### src/include/m0cb_pkg.sv
// package for the mode 0 regulator configuration bank: map, fields, defaults, voltages
package m0cb_pkg;
   // ****************************************
   // register map, byte offsets on the register port
   // ****************************************
   localparam logic [7:0] OFS_CORE_BUCK_CFG = 8'h22; // mode0_core_buck_config
   localparam logic [7:0] OFS_BUCK2_ONEDGE_CFG = 8'h23; // mode0_buck2_onedge_config
   localparam logic [7:0] OFS_LDO_EN_CFG = 8'h24; // mode0_ldo_and_enable_config
   localparam logic [7:0] RD_UNMAPPED = 8'h00; // answer to an unmapped read

   // ****************************************
   // field positions
   // ****************************************
   localparam int CORE_CODE_LSB = 0; // core buck code [5:0]
   localparam int SYS_CODE_LSB = 0; // system buck code [4:0]
   localparam int SYS_OFS_BIT = 5; // system buck +1.2 V offset
   localparam int ON_CFG_BIT = 6; // on-pin edge behaviour
   localparam int RSVD_BIT = 7; // reserved, plain storage
   localparam int AON_CODE_LSB = 4; // always-on ldo code [7:4]
   localparam int CORE_ON_BIT = 3;
   localparam int SYS_ON_BIT = 2;
   localparam int AON_ON_BIT = 1;
   localparam int SYS_LDO_ON_BIT = 0;

   // ****************************************
   // reset values (nonvolatile-programmable defaults)
   // ****************************************
   localparam logic [5:0] CORE_CODE_RST = 6'h14; // 1.000 V
   localparam logic [4:0] SYS_CODE_RST = 5'h0c; // 1.800 V
   localparam logic [3:0] AON_CODE_RST = 4'h4; // 1.800 V
   localparam logic EN_RST = 1'b1; // all regulators on
   localparam logic BIT_CLR = 1'b0; // offset, on-edge select, reserved

   // ****************************************
   // voltage mapping in millivolts
   // ****************************************
   localparam int MV_W = 12;
   localparam logic [11:0] CORE_BASE_MV = 12'h1f4; // 500 mV
   localparam logic [11:0] STEP_MV = 12'h019; // 25 mV
   localparam logic [5:0] CORE_MAX_CODE = 6'h28; // 1.500 V
   localparam logic [11:0] CORE_FULL_MV = 12'h708; // 1800 mV for all-ones
   localparam logic [11:0] SYS_BASE_MV = 12'h5dc; // 1500 mV
   localparam logic [4:0] SYS_MAX_CODE = 5'h18; // 2.100 V
   localparam logic [11:0] SYS_OFS_MV = 12'h4b0; // 1200 mV offset
   localparam logic [11:0] AON_BASE_MV = 12'h6a4; // 1700 mV
   localparam logic [3:0] AON_MAX_CODE = 4'h8; // 1.900 V

   // ****************************************
   // carriers
   // ****************************************
   typedef enum logic [1:0] {
      MODE_0 = 2'b00,
      MODE_1 = 2'b01,
      MODE_2 = 2'b10,
      MODE_3 = 2'b11
   } m0cb_mode_t;

   typedef struct packed {
      logic wr; // write strobe, one cycle
      logic rd; // read strobe, one cycle
      logic [7:0] addr;
      logic [7:0] wdata;
   } m0cb_reg_req_t;

   typedef struct packed {
      logic valid; // mode 0 settings are being driven
      logic [11:0] core_mv;
      logic [11:0] sys_mv;
      logic [11:0] aon_mv;
      logic core_on;
      logic sys_on;
      logic aon_on;
      logic sys_ldo_on;
   } m0cb_reg_set_t;
endpackage

### src/core/m0cb_config_bank.sv
// mode 0 regulator configuration bank: registers, decoding and on-pin edge handling
// Notes on behaviour
// - core buck code linear 0.5 V, 25 mV
// - core codes 41-62 clamp 1.5 V; 63 gives 1.8 V
// - core code resets to 1.00 V setting
// - on-edge select 0: falling edge returns to mode 0
// - on-edge select 1: falling edge changes nothing
// - offset bit adds 1.2 V to system buck
// - system buck code linear 1.5 V, clamps 2.1 V
// - system buck code resets to 1.8 V setting
// - always-on ldo code upper nibble, reset 1.8 V
// - core buck enable bit, resets on
// - system buck enable bit, resets on
// - always-on ldo code 1.7 V up, clamps 1.9 V
// - ldo enables in bits 1:0, reset on
module m0cb_config_bank #(
   parameter logic [5:0] CORE_CODE_DEF = m0cb_pkg::CORE_CODE_RST,
   parameter logic [4:0] SYS_CODE_DEF = m0cb_pkg::SYS_CODE_RST,
   parameter logic [3:0] AON_CODE_DEF = m0cb_pkg::AON_CODE_RST
) (
   // clock and reset
   input wire logic clk,
   input wire logic reset,
   // register port from the serial bus engine
   input wire m0cb_pkg::m0cb_reg_req_t reg_req,
   output logic [7:0] reg_rdata,
   output logic reg_rvalid,
   // operating mode state
   input wire m0cb_pkg::m0cb_mode_t active_mode,
   input wire logic on_fall_valid,
   output logic return_to_m0,
   // regulator settings
   output m0cb_pkg::m0cb_reg_set_t reg_set
);
   // ****************************************
   // register storage
   // ****************************************
   logic [5:0] core_buck_volt_code_m0_r; // core buck code
   logic [4:0] sys_buck_volt_code_m0_r; // system buck code
   logic sys_buck_offset_sel_m0_r; // +1.2 V
   logic on_edge_sel_m0_r; // 1 = ignore falling edge
   logic rsvd_m0_r; // reserved, kept as written
   logic [3:0] aon_ldo_volt_code_m0_r;
   logic core_buck_on_m0_r;
   logic sys_buck_on_m0_r;
   logic aon_ldo_on_m0_r;
   logic sys_ldo_on_m0_r;
   logic [7:0] reg_rdata_r;
   logic reg_rvalid_r;
   logic return_to_m0_r;
   m0cb_pkg::m0cb_reg_set_t reg_set_r;

   // ****************************************
   // address decode
   // ****************************************
   wire logic sel_core = (reg_req.addr == m0cb_pkg::OFS_CORE_BUCK_CFG);
   wire logic sel_buck2 = (reg_req.addr == m0cb_pkg::OFS_BUCK2_ONEDGE_CFG);
   wire logic sel_ldo = (reg_req.addr == m0cb_pkg::OFS_LDO_EN_CFG);
   wire logic wr_core = reg_req.wr && sel_core;
   wire logic wr_buck2 = reg_req.wr && sel_buck2;
   wire logic wr_ldo = reg_req.wr && sel_ldo;
   wire logic [7:0] wd = reg_req.wdata;

   // read images; bits 7:6 of the core register belong to other logic and read zero
   wire logic [7:0] img_core = {2'b00, core_buck_volt_code_m0_r};
   wire logic [7:0] img_buck2 = {rsvd_m0_r, on_edge_sel_m0_r, sys_buck_offset_sel_m0_r,
                                 sys_buck_volt_code_m0_r};
   wire logic [7:0] img_ldo = {aon_ldo_volt_code_m0_r, core_buck_on_m0_r,
                               sys_buck_on_m0_r, aon_ldo_on_m0_r, sys_ldo_on_m0_r};
   wire logic [7:0] rd_mux = sel_core ? img_core :
                             sel_buck2 ? img_buck2 :
                             sel_ldo ? img_ldo : m0cb_pkg::RD_UNMAPPED;

   // ****************************************
   // voltage decoders
   // ****************************************
   logic [11:0] core_mv; // decoded core buck
   logic [11:0] sys_base_mv; // system buck before offset
   logic [11:0] aon_mv;

   m0cb_volt_decode #(
      .CODE_W(6),
      .BASE_MV(m0cb_pkg::CORE_BASE_MV),
      .STEP_MV(m0cb_pkg::STEP_MV),
      .MAX_CODE(m0cb_pkg::CORE_MAX_CODE),
      .HAS_FULL(1'b1),
      .FULL_MV(m0cb_pkg::CORE_FULL_MV)
   ) u_core_dec (
      .code(core_buck_volt_code_m0_r),
      .mv(core_mv)
   );

   m0cb_volt_decode #(
      .CODE_W(5),
      .BASE_MV(m0cb_pkg::SYS_BASE_MV),
      .STEP_MV(m0cb_pkg::STEP_MV),
      .MAX_CODE(m0cb_pkg::SYS_MAX_CODE),
      .HAS_FULL(1'b0),
      .FULL_MV(m0cb_pkg::SYS_BASE_MV)
   ) u_sys_dec (
      .code(sys_buck_volt_code_m0_r),
      .mv(sys_base_mv)
   );

   m0cb_volt_decode #(
      .CODE_W(4),
      .BASE_MV(m0cb_pkg::AON_BASE_MV),
      .STEP_MV(m0cb_pkg::STEP_MV),
      .MAX_CODE(m0cb_pkg::AON_MAX_CODE),
      .HAS_FULL(1'b0),
      .FULL_MV(m0cb_pkg::AON_BASE_MV)
   ) u_aon_dec (
      .code(aon_ldo_volt_code_m0_r),
      .mv(aon_mv)
   );

   // offset is added after the clamp, so the top system level is 3.3 V
   wire logic [11:0] sys_mv = sys_buck_offset_sel_m0_r ?
                              12'(sys_base_mv + m0cb_pkg::SYS_OFS_MV) : sys_base_mv;

   // ****************************************
   // mode gating and on-pin edge
   // ****************************************
   wire logic m0_active = (active_mode == m0cb_pkg::MODE_0);
   // already in mode 0 means no switch; select 1 means no switch at all
   wire logic ret_nxt = on_fall_valid && !on_edge_sel_m0_r && !m0_active;

   m0cb_pkg::m0cb_reg_set_t set_nxt;
   always_comb begin
      set_nxt = '0; // idle when another mode owns the regulators
      if (m0_active) begin
         set_nxt.valid = 1'b1;
         set_nxt.core_mv = core_mv;
         set_nxt.sys_mv = sys_mv;
         set_nxt.aon_mv = aon_mv;
         set_nxt.core_on = core_buck_on_m0_r;
         set_nxt.sys_on = sys_buck_on_m0_r;
         set_nxt.aon_on = aon_ldo_on_m0_r;
         set_nxt.sys_ldo_on = sys_ldo_on_m0_r;
      end
   end

   // ****************************************
   // core and system buck fields
   // ****************************************
   always_ff @(posedge clk) begin
      if (reset) begin
         core_buck_volt_code_m0_r <= CORE_CODE_DEF;
         sys_buck_volt_code_m0_r <= SYS_CODE_DEF;
         sys_buck_offset_sel_m0_r <= m0cb_pkg::BIT_CLR;
         on_edge_sel_m0_r <= m0cb_pkg::BIT_CLR;
         rsvd_m0_r <= m0cb_pkg::BIT_CLR;
      end else begin
         if (wr_core) begin
            core_buck_volt_code_m0_r <= wd[m0cb_pkg::CORE_CODE_LSB +: 6];
         end
         if (wr_buck2) begin
            sys_buck_volt_code_m0_r <= wd[m0cb_pkg::SYS_CODE_LSB +: 5];
            sys_buck_offset_sel_m0_r <= wd[m0cb_pkg::SYS_OFS_BIT];
            on_edge_sel_m0_r <= wd[m0cb_pkg::ON_CFG_BIT];
            rsvd_m0_r <= wd[m0cb_pkg::RSVD_BIT];
         end
      end
   end

   // ****************************************
   // ldo code and enable fields
   // ****************************************
   always_ff @(posedge clk) begin
      if (reset) begin
         aon_ldo_volt_code_m0_r <= AON_CODE_DEF;
         core_buck_on_m0_r <= m0cb_pkg::EN_RST;
         sys_buck_on_m0_r <= m0cb_pkg::EN_RST;
         aon_ldo_on_m0_r <= m0cb_pkg::EN_RST;
         sys_ldo_on_m0_r <= m0cb_pkg::EN_RST;
      end else if (wr_ldo) begin
         aon_ldo_volt_code_m0_r <= wd[m0cb_pkg::AON_CODE_LSB +: 4];
         core_buck_on_m0_r <= wd[m0cb_pkg::CORE_ON_BIT];
         sys_buck_on_m0_r <= wd[m0cb_pkg::SYS_ON_BIT];
         aon_ldo_on_m0_r <= wd[m0cb_pkg::AON_ON_BIT];
         sys_ldo_on_m0_r <= wd[m0cb_pkg::SYS_LDO_ON_BIT];
      end
   end

   // ****************************************
   // registered outputs
   // ****************************************
   // one register stage keeps regulator inputs glitch free; a write lands one edge after the edge that takes it
   always_ff @(posedge clk) begin
      if (reset) begin
         reg_rdata_r <= m0cb_pkg::RD_UNMAPPED;
         reg_rvalid_r <= 1'b0;
         return_to_m0_r <= 1'b0;
         reg_set_r <= '0;
      end else begin
         reg_rdata_r <= reg_req.rd ? rd_mux : reg_rdata_r;
         reg_rvalid_r <= reg_req.rd;
         return_to_m0_r <= ret_nxt;
         reg_set_r <= set_nxt;
      end
   end

   assign reg_rdata = reg_rdata_r;
   assign reg_rvalid = reg_rvalid_r;
   assign return_to_m0 = return_to_m0_r;
   assign reg_set = reg_set_r;

   // ****************************************
   // checks
   // ****************************************
   a_core_linear: assert property (
      @(posedge clk) disable iff (reset)
      (m0_active && core_buck_volt_code_m0_r <= m0cb_pkg::CORE_MAX_CODE)
      |=> (reg_set.core_mv == 12'(12'd500 + 12'd25 * 12'($past(core_buck_volt_code_m0_r)))))
      else $error("core buck linear level wrong");

   a_core_clamp_full: assert property (
      @(posedge clk) disable iff (reset)
      (m0_active && core_buck_volt_code_m0_r > m0cb_pkg::CORE_MAX_CODE)
      |=> (reg_set.core_mv == (($past(core_buck_volt_code_m0_r) == 6'h3f) ?
                               12'd1800 : 12'd1500)))
      else $error("core buck clamp or full level wrong");

   a_core_reset_code: assert property (
      @(posedge clk) reset |=> (core_buck_volt_code_m0_r == CORE_CODE_DEF)
      ##0 (sys_buck_volt_code_m0_r == SYS_CODE_DEF) ##0 (aon_ldo_volt_code_m0_r == AON_CODE_DEF))
      else $error("code default after reset wrong");

   a_on_edge_return: assert property (
      @(posedge clk) disable iff (reset)
      (on_fall_valid && !on_edge_sel_m0_r && !m0_active) |=> return_to_m0)
      else $error("falling edge did not request mode 0");

   a_on_edge_quiet: assert property (
      @(posedge clk) disable iff (reset)
      (on_edge_sel_m0_r || m0_active) |=> !return_to_m0)
      else $error("mode 0 requested when not allowed");

   a_sys_offset: assert property (
      @(posedge clk) disable iff (reset)
      (m0_active && sys_buck_offset_sel_m0_r) ##1 m0_active
      |-> (reg_set.sys_mv == 12'($past(sys_base_mv) + 12'd1200)))
      else $error("system buck offset not added");

   a_sys_clamp: assert property (
      @(posedge clk) disable iff (reset)
      (m0_active && !sys_buck_offset_sel_m0_r && sys_buck_volt_code_m0_r >= 5'h18)
      |=> (reg_set.sys_mv == 12'd2100))
      else $error("system buck clamp wrong");

   a_aon_level: assert property (
      @(posedge clk) disable iff (reset)
      (m0_active && aon_ldo_volt_code_m0_r >= 4'h8) |=> (reg_set.aon_mv == 12'd1900))
      else $error("always-on ldo clamp wrong");

   a_enables_reset: assert property (
      @(posedge clk) reset ##1 !reset && m0_active
      |=> (reg_set.core_on && reg_set.sys_on && reg_set.aon_on && reg_set.sys_ldo_on))
      else $error("enables not on after reset");

   a_mode_gate: assert property (
      @(posedge clk) disable iff (reset)
      !m0_active |=> (!reg_set.valid && reg_set.core_mv == 12'h000 && !reg_set.core_on))
      else $error("mode 0 settings driven outside mode 0");
endmodule

### src/core/m0cb_volt_decode.sv
// linear voltage code decoder with upper clamp and optional all-ones level
module m0cb_volt_decode #(
   parameter int CODE_W = 6,
   parameter logic [11:0] BASE_MV = 12'h000,
   parameter logic [11:0] STEP_MV = 12'h019,
   parameter logic [CODE_W-1:0] MAX_CODE = '1,
   parameter bit HAS_FULL = 1'b0,
   parameter logic [11:0] FULL_MV = 12'h000
) (
   // code in
   input wire logic [CODE_W-1:0] code,
   // millivolts out
   output logic [11:0] mv
);
   // ****************************************
   // decode
   // ****************************************
   wire logic is_full = HAS_FULL && (code == {CODE_W{1'b1}}); // dedicated level
   wire logic [CODE_W-1:0] eff_code = (code > MAX_CODE) ? MAX_CODE : code; // clamp
   wire logic [11:0] lin_mv = 12'(BASE_MV + STEP_MV * 12'(eff_code)); // linear step

   assign mv = is_full ? FULL_MV : lin_mv;
endmodule

### config.mk
export PLATFORM = sky130hd
export DESIGN_NAME = m0cb_config_bank
export DESIGN_NICKNAME = d
export VERILOG_FILES = /design/src/include/m0cb_pkg.sv /design/src/core/m0cb_config_bank.sv /design/src/core/m0cb_volt_decode.sv
export SDC_FILE = /design/constraint.sdc
export NUM_CORES = 1
export LEC_CHECK = 0
export BUFFER_PORTS_ARGS = -buffer_cell sky130_fd_sc_hd__buf_2
export CAP_MARGIN = 15
export CORE_ASPECT_RATIO = 1.4
export CORE_UTILIZATION = 55
export CTS_CLUSTER_SIZE = 20
export DETAILED_ROUTE_END_ITERATION = 6
export GPL_ROUTABILITY_DRIVEN = 0
export GPL_TIMING_DRIVEN = 0
export PLACE_DENSITY = 0.88
export SYNTH_ARGS = -nofsm -noshare
export SYNTH_HDL_FRONTEND = slang
export SYNTH_HIERARCHICAL = 1
export SYNTH_SLANG_ARGS = --single-unit
### constraint.sdc
create_clock -name clk -period 4.9 [get_ports clk]
set_input_delay 0.98 -clock clk [delete_from_list [all_inputs] [get_ports clk]]
set_output_delay 0.98 -clock clk [all_outputs]
set_load 0.01 [all_outputs]
## Word level (Yosys, flattened, before mapping)

Cells that the tools add are included.

- Flip-flop bits (word level): 73
- Input bits: 23
- Output and inout port bits: 51
- Word-level logic and storage cells: 56

- Add/sub/neg operators: 4
- $mul: 3
- Magnitude comparators: 3
- Eq/ne operators: 4
- Multiplexer cells: 9
- Bitwise logic cells: 1
- Reduce and logical (&&, ||, !) cells: 10

Operator list:

| kind | number |
|---|---|
| 41-bit 2-to-1 mux | 1 |
| 8-bit by 6-bit equality test with 1-bit output, second input constant | 3 |
| 12-bit 2-to-1 mux | 2 |
| 8-bit 2-to-1 mux | 3 |
| 11-bit by 10-bit adder with 12-bit output, first input constant | 1 |
| 11-bit by 9-bit adder with 12-bit output, first input constant | 1 |
| 12-bit by 11-bit adder with 12-bit output, second input constant | 1 |
| 9-bit by 11-bit adder with 12-bit output, first input constant | 1 |
| 5-bit by 6-bit multiplier with 11-bit output, first input constant | 1 |
| 5-bit by 5-bit multiplier with 10-bit output, first input constant | 1 |
| 5-bit by 4-bit multiplier with 9-bit output, first input constant | 1 |
| 6-bit equality test, second input constant | 1 |
| 6-bit greater-than comparator, second input constant | 1 |
| 6-bit 2-to-1 mux | 1 |
| 5-bit greater-than comparator, second input constant | 1 |
| 1-bit logical AND | 5 |
| 5-bit 2-to-1 mux | 1 |
| 4-bit greater-than comparator, second input constant | 1 |
| 4-bit 2-to-1 mux | 1 |
| 3-bit OR reduction | 1 |
| 1-bit logical NOT | 2 |
| 2-bit logical NOT | 1 |
| 2-bit OR reduction | 1 |
| 1-bit inverter | 1 |

## Longest topological paths before layout

Gate-level depths: netlist of run 1.

- Depth after elaboration: 7
- Mapped depth: 16
- Mapped depth without buffers: 16

## Hierarchy

Netlist of run 1, hierarchy kept.

Modules (own cells, without submodules):

| module | times used | cells an instance | area each (µm²) |
|---|---|---|---|
| m0cb_config_bank | 1 | 246 | 2621.3 |
| m0cb_volt_decode (u_core_dec) | 1 | 88 | 690.7 |
| m0cb_volt_decode (u_sys_dec) | 1 | 57 | 505.5 |
| m0cb_volt_decode (u_aon_dec) | 1 | 21 | 180.2 |

## Worst setup path before layout of run 1

No wires, ideal clock.

- Kind: flip-flop to flip-flop
- Start point: reg sys_buck_volt_code_m0_r[4]
- End point: reg reg_set_r, in the netlist reg_set[27]
- Setup time: 0.126 ns
- Arrival: 3.634 ns
- Slack: 1.140 ns
- Stages on the path, launching flop included: 16
- Buffers on the path: 0
- Clock period less this slack: 3.760 ns
- Cells stage by stage: dfxtp_1 ha_1 nor2b_1 ha_1 inv_1 fa_1 inv_1 ha_1 ha_1 fa_1 a21o_1 a31oi_1 xnor2_1 o311ai_0 xor2_1 nor2_1

- Longest elaborated chain between the ends: 6

RTL lines:

| element | RTL line | RTL |
|---|---|---|
| start, declared | m0cb_config_bank.sv:39 | `logic [4:0] sys_buck_volt_code_m0_r;` |
| start signal, assigned | m0cb_config_bank.sv:158 | `sys_buck_volt_code_m0_r <= wd[m0cb_pkg::SYS_CODE_LSB +: 5];` |
| 5-bit greater-than comparator | m0cb_volt_decode.sv:19 | `wire logic [CODE_W-1:0] eff_code = (code > MAX_CODE) ? MAX_CODE : code;` |
| 5-bit 2-to-1 mux | m0cb_volt_decode.sv:19 |  |
| 5-bit by 5-bit multiplier with 10-bit output | m0cb_volt_decode.sv:20 | `wire logic [11:0] lin_mv = 12'(BASE_MV + STEP_MV * 12'(eff_code));` |
| 11-bit by 10-bit adder with 12-bit output | m0cb_volt_decode.sv:20 |  |
| net sys_base_mv[1] | m0cb_config_bank.sv:78 | `logic [11:0] sys_base_mv;` |
| 12-bit by 11-bit adder with 12-bit output | m0cb_config_bank.sv:119 | `12'(sys_base_mv + m0cb_pkg::SYS_OFS_MV) : sys_base_mv;` |
| 12-bit 2-to-1 mux | m0cb_config_bank.sv:118 | `wire logic [11:0] sys_mv = sys_buck_offset_sel_m0_r ?` |
| end signal, assigned | m0cb_config_bank.sv:199 | `reg_set_r <= set_nxt;` |
| end, declared | m0cb_config_bank.sv:51 | `m0cb_pkg::m0cb_reg_set_t reg_set_r;` |

The timed path passes the listed nets, and every way through them passes these cells.
A chain may end at the register's enable or synchronous reset.

## Final worst setup path of run 1

- Start point: reg sys_buck_volt_code_m0_r[3]
- End point: reg reg_set_r, in the netlist reg_set[27]

Same word-level chain as after synthesis.

==> flow_summary.ini, run 1 <==
[global_routing]
grt-ovfl-total = 0
grt_antenna_before_repair = 0
grt_pass1_wl_um = 13000
grt_pass1_vias = 2970
track_usage_pct = 22.8
grt_max_degree = 12

[critical_path]
cp_slowest_stage_delay_ps = 550
critPathRequiredTime_ps = 5130
r2r_end = reg_set[27]$_SDFF_PP0_
r2r_slack_ps = 580
cp_slowest_cell = a2111oi_2
end_kind = flip-flop
start_kind = flip-flop
rr_worst_depth = 15
critPathBufInv = 2
crit_chain = ha_1, nor2b_1, ha_1, inv_1, fa_1, inv_1, fa_1, ha_1, a211oi_2, nor4b_2, a2111oi_2, a21o_1, o311ai_0, xor2_1, nor2_1
crit_arrival_ps = 4550
crit_top_cell = ha_1
criticalPathCategory = reg -> reg
reg2reg_from = sys_buck_volt_code_m0_r[3]$_SDFFE_PP1P_
crit_family = adder cells
cp_max_fo = 9

[timing]
grt_setup_unrepaired = no
fin_ws_ps = 577
finalSetupViolCount = 0
hold_viol_final = 0
drv_slew = 0
worst_pin_slew_ps = 629
slew_headroom_pct = 58.1
fmax_mhz = 231
fin_crit_ps = 4320
hold_slack_ps = 477
setup-tns-final_ps = 0
clock_skew_ps = 8.60
finalCritPeriodShare_pct = 88.2

[die]
ioPinCount = 74
fp.dieW_um = 74.1
die-area_um2 = 7620
rows = 36
start_util_pct = 57.3
core-area_um2 = 6980
fp.dieH_um = 103

[status]
status = completed

[synth]
synthTopCellsByArea = dfxtp_1 (37%), ha_1 (14%), mux2i_1 (6.8%), and2_1 (5.6%), nor2_1 (4.0%)
yosysWarnings = 6
synth_flop_cell = dfxtp_1
synthCells = 412
synth_top_area_share_pct = 36.6
synth-edff-count = 0
yosysTopAreaCell = dfxtp_1
synthArstFlopShare_pct = 0
seq_area_frac_synth_pct = 36.6
ys_ff_latch = 73
syn_area_um2 = 4000
synth_area_per_cell_um2 = 9.70
ys_types = 53

[clock_tree]
holdBufCountCts = 0
clock_path_buffers = 2
clkSlewWorstSetupHoldPaths_ps = 70
cts_root_buf = clkbuf_8
clkLatencyLatePin_ps = 360
clock-sinks = 73
tritoncts = built
cts_buffers = 9
cts_setup_buffers = 0
cts-htree-levels = 3
cts-resized-gates = 0

[drt]
firstDrtPassIters = 4
route.detailed.drc = 0
num_vias = 3040
wirelength_um = 7920
vias_per_cell = 5.13
post_drt_wl_per_cell_um = 13.4
first_iter_violations = 115
final_antenna_net_count = 0

[power_and_ir_drop]
p_seq_share_pct = 55.3
switching_share_pct = 23.1
p_leak_nw = 2.33
clkPwrFrac_pct = 38.5
total_power_mw = 1.09
power.density_nw_per_um2 = 234
ir_drop_uv = 210
pwr-share-comb_pct = 6.1
p_int_mw = 0.837
switchingPower_mw = 0.252

[min_path]
min_from = reg_rdata[0]$_SDFFE_PP0P_
min_path_type = reg -> reg
hold_depth = 2
holdPathEnd = reg_rdata[0]$_SDFFE_PP0P_

[final_layout]
syn_to_final_growth_pct = 16.2
fin_nets = 571
n_antenna_cell = 0
drive_gt1_share_pct = 21.5
final_util_pct = 66.5
nFillCells = 535

[flow_run]
cap_violations = 0

[placement]
dp_slack_ps = 708
detailed_place_hpwl_um = 6010
io_buffers = 71
==> through the flow <==
step	instances	area, µm²
final	593	4650
after global routing	593	4650
after CTS	593	4650
after detailed placement	579	4480
after global placement	579	4480
after floorplan	413	4000
==> worst reg2reg max path, delay by kind of cell (launching register included) <==
family	cells	cell delay [ps]
buffers and inverters	2	140
flip-flops	1	530
XOR/XNOR	1	160
AND/OR/NAND/NOR	3	330
adder cells (fa/ha/maj)	5	1900
AO/OA/AOI/OAI	4	1140
==> power groups by stage <==
stage / Sequential, mW / Combinational (mW) / Clock (mW)
5_1_grt: 0.603 / 0.0735 / 0.451
3_3_place_gp: 0.616 / 0.0642 / 0
3_5_place_dp: 0.616 / 0.0660 / 0
6_report: 0.602 / 0.0667 / 0.420
4_1_cts: 0.602 / 0.0665 / 0.428
2_1_floorplan: 0.621 / 0.0347 / 0
==> flip-flops by register name, indices dropped and copies added, names as in the netlist <==
register	count
reg_set	41
reg_rdata	8
core_buck_volt_code_m0_r	6
sys_buck_volt_code_m0_r	5
aon_ldo_volt_code_m0_r	4
aon_ldo_on_m0_r	1
core_buck_on_m0_r	1
on_edge_sel_m0_r	1
reg_rvalid	1
return_to_m0	1
rsvd_m0_r	1
sys_buck_offset_sel_m0_r	1
sys_buck_on_m0_r	1
sys_ldo_on_m0_r	1
==> worst max path at each step <==
stage / startpoint / to / cells after the start
2_1_floorplan: sys_buck_volt_code_m0_r[4]$_SDFFE_PP0P_ / reg_set[27]$_SDFF_PP0_ / 15
3_3_place_gp: sys_buck_volt_code_m0_r[4]$_SDFFE_PP0P_ / reg_set[27]$_SDFF_PP0_ / 15
3_5_place_dp: sys_buck_volt_code_m0_r[4]$_SDFFE_PP0P_ / reg_set[27]$_SDFF_PP0_ / 15
4_1_cts: sys_buck_volt_code_m0_r[4]$_SDFFE_PP0P_ / reg_set[27]$_SDFF_PP0_ / 15
5_1_grt: sys_buck_volt_code_m0_r[4]$_SDFFE_PP0P_ / reg_set[27]$_SDFF_PP0_ / 15
6_report: sys_buck_volt_code_m0_r[3]$_SDFFE_PP1P_ / reg_set[27]$_SDFF_PP0_ / 15
==> placed cells by master, fill, tap and decap left out, types with 10 or more instances in the layout <==
cell      instances
dfxtp_1          73
buf_2            71
ha_1             45
nor2_1           43
and2_1           36
inv_1            34
mux2i_1          27
a21oi_1          16
clkbuf_8         13
nor2b_1          11
clkbuf_1         10
nand2b_1         10
==> final cells by class <==
class                      instances  area, µm²  share of cell area (%)
buffer                            19        131                    2.83
clock buffer                      12        155                    3.34
clock inverter                     2       15.0                   0.323
inverter                          35        131                    2.83
multi-input combinational        286       2280                    49.0
sequential                        73       1460                    31.5
tap                               95        119                    2.56
timing repair buffer              71        355                    7.65
==> per-layer routing <==
layer / share of wire [%] / global-route usage [%] / vias to the layer above
met5: 0 / 0 / -
met4: 2.9 / 12.7 / 0
met3: 4.2 / 4.89 / 22
met2: 52 / 40.6 / 79
met1: 41 / 24.5 / 1410
li1: - / - / 1529
==> Yosys cell counts, drive strengths merged (2+ instances only) <==
master / instances
a21o: 6
a21oi: 16
a31o: 2
a32oi: 2
and2: 39
buf: 6
clkbuf: 11
conb: 2
dfxtp: 73
dlygate4sd1: 2
fa: 8
ha: 45
inv: 35
mux2: 2
mux2i: 27
nand2: 10
nand2b: 10
nand4b: 3
nor2: 43
nor2b: 11
nor3: 5
nor3b: 2
nor4b: 3
o211ai: 2
o21ai: 7
o32ai: 8
or2: 4
or2b: 2
xnor2: 9
xor2: 5
==> logic make-up (layout without fill, tap and decap cells) <==
family,count (synthesis),count (layout),share of synthesized area (%)
AOI/OAI and AO/OA,51,51,8.98
xor gates and xnor gates,14,14,3.07
adders and majority gates,53,53,18.1
buffers and inverters,54,139,6.57
DFF,73,73,36.6
muxes,29,29,7.32
other,2,3,0.188
and+or+nand+nor,136,136,19.2
(Power assumes the default switching activity.)
==> run 2: changes to the inputs <==
--- a/config.mk
+++ b/config.mk
@@ -6,8 +6,6 @@
 export NUM_CORES = 1
 export LEC_CHECK = 0
 export BUFFER_PORTS_ARGS = -buffer_cell sky130_fd_sc_hd__buf_2
-export CAP_MARGIN = 15
-export CORE_ASPECT_RATIO = 1.4
 export CORE_UTILIZATION = 55
 export CTS_CLUSTER_SIZE = 20
 export DETAILED_ROUTE_END_ITERATION = 6
==> flow_summary.ini, run 2 (synthesis results as in run 1) <==
[status]
status = completed

[drt]
dr_wl_met3_um = 355
vias_per_cell = 5.08
post_drt_wl_per_cell_um = 13.4
firstDrtPassIters = 4
first_iter_violations = 108
wl_met1_um = 3560
route.detailed.drc = 0
num_vias = 3025
final_antenna_net_count = 0
highest_layer = met4
wirelength_um = 7950
met2RoutedLength_um = 3870

[critical_path]
crit_arrival_ps = 4590
crit_top_cell = ha_1
critPathRequiredTime_ps = 5190
crit_family = adder cells
critPathBufInv = 2
cp_slowest_stage_delay_ps = 550
criticalPathCategory = reg -> reg
cp_max_fo = 9
cp_slowest_cell = a2111oi_2
end_kind = flip-flop
start_kind = flip-flop
crit_chain = ha_1, nor2b_1, ha_1, inv_1, fa_1, inv_1, fa_1, ha_1, a211oi_2, nor4b_2, a2111oi_2, a21o_1, o311ai_0, xor2_1, nor2_1

[clock_tree]
clkSlewWorstSetupHoldPaths_ps = 80
cts-htree-levels = 3
clock-sinks = 73
cts_root_buf = clkbuf_8
clock_path_buffers = 2
clkLatencyLatePin_ps = 350
tritoncts = built
holdBufCountCts = 0
cts_setup_buffers = 0
cts-resized-gates = 0
cts_buffers = 9

[final_layout]
largest_reg_flops = 41
nFillCells = 569
fin_cells = 595
drive_gt1_share_pct = 21.8
fin_nets = 571
final_util_pct = 67.3
final_cell_mix = dfxtp_1 (73), buf_2 (71), ha_1 (45)
n_antenna_cell = 0
syn_to_final_growth_pct = 16.2
regArea_um2 = 1460
stdcell_area_um2 = 4650
final_common_cell = dfxtp_1
multi_input_area_um2 = 2280

[timing]
finalCritPeriodShare_pct = 87.8
finalSetupViolCount = 0
worst_pin_slew_ps = 625
hold_viol_final = 0
drv_slew = 0
slew_headroom_pct = 58.3
hold_slack_ps = 479
clock_skew_ps = 9.29
setup-tns-final_ps = 0
fmax_mhz = 232
fin_ws_ps = 598
fin_crit_ps = 4300
grt_setup_unrepaired = no

[placement]
dp_slack_ps = 679
dpl_cell_area_um2 = 4480
io_buffers = 71
dp_cells = 580
detailed_place_hpwl_um = 6080

[power_and_ir_drop]
total_power_mw = 1.09
p_leak_nw = 2.35
power.density_nw_per_um2 = 234
ir_drop_uv = 131

[min_path]
min_path_type = reg -> reg

[global_routing]
grt-ovfl-total = 0
grt_antenna_before_repair = 0
grt_max_degree = 13
grt_pass1_wl_um = 13100
grt_pass1_vias = 2972
track_usage_pct = 22.5

[die]
core-area_um2 = 6910
rows = 30
ioPinCount = 74
fp.dieH_um = 87.3
start_util_pct = 57.9
fp.dieW_um = 87.3
die-area_um2 = 7610

[flow_run]
cap_violations = 0
[run 2: layer usage]
layer  vias to the layer above  track usage, %
met2                        83            37.9
met3                        14            4.17
met4                         0            11.9
met5                         -               0
met1                      1394            27.4
li1                       1534               -
[run 2: worst paths after layout]
kind / depth (start not counted) / slack, ps / startpoint / end
worst max-delay path: 15 / 600 / sys_buck_volt_code_m0_r[3]$_SDFFE_PP1P_ / reg_set[27]$_SDFF_PP0_
worst min-delay path: 2 / 480 / reg_rdata[5]$_SDFFE_PP0P_ / reg_rdata[5]$_SDFFE_PP0P_
worst max register to register: 15 / 600 / sys_buck_volt_code_m0_r[3]$_SDFFE_PP1P_ / reg_set[27]$_SDFF_PP0_
worst min register to register: 2 / 480 / reg_rdata[5]$_SDFFE_PP0P_ / reg_rdata[5]$_SDFFE_PP0P_
[run 2: layout make-up]
type / count / area share, %
plain buffers: 19 / 2.83
clock buffers: 10 / 2.96
clock inverters: 5 / 0.700
inverters: 35 / 2.83
multi-input cells: 286 / 49.0
flip-flops and latches: 73 / 31.4
well taps: 96 / 2.58
repair buffers: 71 / 7.65
[run 2: tightest hold or removal path, delay by kind of cell (launching register included)]
family | cells | cell delay, ps
flops | 1 | 310
buf+inv | 1 | 50
compound gates | 1 | 70
[run 2: power breakdown]
| part | switching, mW | internal [mW] |
|---|---|---|
| registers | 0.00183 | 0.601 |
| logic | 0.0365 | 0.0302 |
| clock network | 0.224 | 0.194 |
==> run 3: changes to the inputs <==
--- a/config.mk
+++ b/config.mk
@@ -7,6 +7,7 @@
 export LEC_CHECK = 0
 export BUFFER_PORTS_ARGS = -buffer_cell sky130_fd_sc_hd__buf_2
 export CORE_UTILIZATION = 55
+export CTS_BUF_LIST = sky130_fd_sc_hd__clkbuf_4 sky130_fd_sc_hd__clkbuf_8
 export CTS_CLUSTER_SIZE = 20
 export DETAILED_ROUTE_END_ITERATION = 6
 export GPL_ROUTABILITY_DRIVEN = 0
@@ -14,5 +15,4 @@
 export PLACE_DENSITY = 0.88
 export SYNTH_ARGS = -nofsm -noshare
 export SYNTH_HDL_FRONTEND = slang
-export SYNTH_HIERARCHICAL = 1
 export SYNTH_SLANG_ARGS = --single-unit
==> flow_summary.ini, run 3 <==
[global_routing]
grt_util_met1_pct = 27.6
grt-ovfl-total = 0
gr-usage-met3_pct = 4.86
grt_pass1_wl_um = 13300
grt_pass1_vias = 2982
track_usage_pct = 23.3
busiest_layer = met2
grt_max_degree = 14
use_met2_pct = 41.1
grt_antenna_before_repair = 0

[flow_run]
cap_violations = 0

[critical_path]
start_kind = flip-flop
critPathRequiredTime_ps = 5190
cp_max_fo = 10
criticalPathCategory = reg -> reg
r2r_slack_ps = 930
end_kind = flip-flop
crit_arrival_ps = 4260

[synth]
synth-compound-area-share_pct = 10.4
yosysTopAreaCell = dfxtp_1
yosysWarnings = 0
ys_types = 46
synth_top_area_share_pct = 37.5
syn_area_um2 = 3900
synthArstFlopShare_pct = 0
synth_area_per_cell_um2 = 9.11
yosys.area_share.adder_pct = 18.7
muxShareOfSynthArea_pct = 4.88
synth_xor_area_share_pct = 2.47
synth-edff-count = 0
synthTopCellsByArea = dfxtp_1 (37%), ha_1 (15%), nor2_1 (4.9%), mux2i_1 (4.9%), fa_1 (3.6%)
yosys.area_share.simple_pct = 21.1
yosysMostFrequentCell = dfxtp_1
ys_top_cells_by_count = dfxtp_1 (73), nor2_1 (51), ha_1 (47)
seq_area_frac_synth_pct = 37.5
syn-num-nets = 505
synth_flop_cell = dfxtp_1
synthCells = 428
ys_ff_latch = 73
synth_top_family_by_area = simple AND/OR/NAND/NOR gates

[drt]
first_iter_violations = 140
route.detailed.drc = 0
post_drt_wl_per_cell_um = 13.6
num_vias = 3214
vias_per_cell = 5.24
wirelength_um = 8330
final_antenna_net_count = 0
firstDrtPassIters = 4

[clock_tree]
cts-resized-gates = 0
clkLatencyLatePin_ps = 370
clkSlewWorstSetupHoldPaths_ps = 80
clock-sinks = 73
tritoncts = built
cts_setup_buffers = 0
holdBufCountCts = 0
cts_buffers = 9
clock_path_buffers = 2
cts-htree-levels = 3
cts_root_buf = clkbuf_8

[final_layout]
final_common_cell = buf_2
n_antenna_cell = 0
final_cell_mix = buf_2 (75), dfxtp_1 (73), nor2_1 (51)
drive_gt1_share_pct = 19.0
syn_to_final_growth_pct = 18.3
largest_reg_flops = 41
stdcell_area_um2 = 4610
fin_nets = 589

[timing]
drv_slew = 0
fin_crit_ps = 3970
setup-tns-final_ps = 0
slew_headroom_pct = 64.8
grt_setup_unrepaired = no
finalSetupViolCount = 0
worst_pin_slew_ps = 528
hold_viol_final = 0
clock_skew_ps = 13.4
fmax_mhz = 252
finalCritPeriodShare_pct = 81.0

[die]
fp.dieW_um = 86.2
die-area_um2 = 7430
start_util_pct = 57.1
ioPinCount = 74
rows = 30
fp.dieH_um = 86.2
core-area_um2 = 6830

[min_path]
min_path_type = reg -> reg

[power_and_ir_drop]
p_leak_nw = 2.38
ir_drop_uv = 205
power.density_nw_per_um2 = 260

[placement]
dpl_cell_area_um2 = 4380
detailed_place_hpwl_um = 6270
io_buffers = 73

[status]
status = completed
==> run 3: changes by cell type in the layout (fill, tap and decap cells not counted), sizes merged, moves of 6 or more <==
cell   previous run  this run
a211o             0         6
o32ai             8         0
nor2b            11        19
nand3             0         8
and3              0         7
and2             39        17
nor2             43        51
nand2            10        28
mux2i            27        19
o21ai             7        14
==> run 3: path summary, 6_finish.rpt <==
path | from | end | depth (start not counted)
worst max-delay path | sys_buck_volt_code_m0_r[3]$_SDFFE_PP1P_ | reg_set[26]$_SDFF_PP0_ | 13
worst min-delay path | aon_ldo_on_m0_r$_SDFFE_PP1P_ | reg_set[1]$_SDFF_PP0_ | 1
worst max register to register | sys_buck_volt_code_m0_r[3]$_SDFFE_PP1P_ | reg_set[26]$_SDFF_PP0_ | 13
worst min register to register | aon_ldo_on_m0_r$_SDFFE_PP1P_ | reg_set[1]$_SDFF_PP0_ | 1
==> run 3: logic make-up (layout without fill, tap and decap cells) <==
logic type | after synthesis | after routing
AO/OA/AOI/OAI | 62 | 62
XOR/XNOR | 11 | 11
adder cells (fa/ha/maj) | 54 | 54
buffers and inverters | 49 | 138
flip-flops | 73 | 73
multiplexers | 19 | 19
AND/OR/NAND/NOR | 160 | 160
==> run 3: final cells by class <==
type,count,area (µm²)
Timing Repair Buffer,73,365
Multi-Input combinational cell,306,2240
Sequential cell,73,1460
Tap cell,96,120
Buffer,16,70.1
Inverter,33,124
Clock buffer,10,138
Clock inverter,6,91.3
Fill cell,537,2220
==> run 3: metrics by stage <==
| stage | hold WS [ps] | instances | util (%) | worst slack (ps) | total power [mW] |
|---|---|---|---|---|---|
| final | 497 | 613 | 67.5 | 929 | 1.20 |
| after global routing | 506 | 613 | 67.5 | 545 | 1.24 |
| after CTS | 496 | 613 | 67.5 | 915 | 1.21 |
| after detailed placement | 476 | 597 | 64.2 | 947 | 0.680 |
| after global placement | 464 | 597 | 64.2 | 1030 | 0.678 |
| after floorplan | 420 | 428 | - | 1270 | 0.651 |
==> run 3: power breakdown <==
group / internal [mW] / total [mW] / switching, mW
combinational: 0.0259 / 0.0643 / 0.0384
clock: 0.302 / 0.533 / 0.231
sequential: 0.601 / 0.602 / 0.00178
total: 0.928 / 1.20 / 0.271
==> run 3: worst max-delay path, cell delays in order (launching register included) <==
cell and delay (ps):
dfxtp_1 440, ha_1 340, nor2b_1 280, ha_1 300
fa_1 370, inv_1 90, fa_1 410, inv_1 110
ha_1 250, a211oi_1 390, nor4b_1 130, nand4b_2 260
o31ai_1 310, mux2i_1 210
==> run 3: per-layer routing <==
metal / wire (µm) / up-vias / share of wire [%]
li1: - / 1612 / -
met1: 3680 / 1487 / 44
met2: 4070 / 95 / 49
met3: 382 / 20 / 4.6
met4: 199 / 0 / 2.4
met5: 0 / - / 0
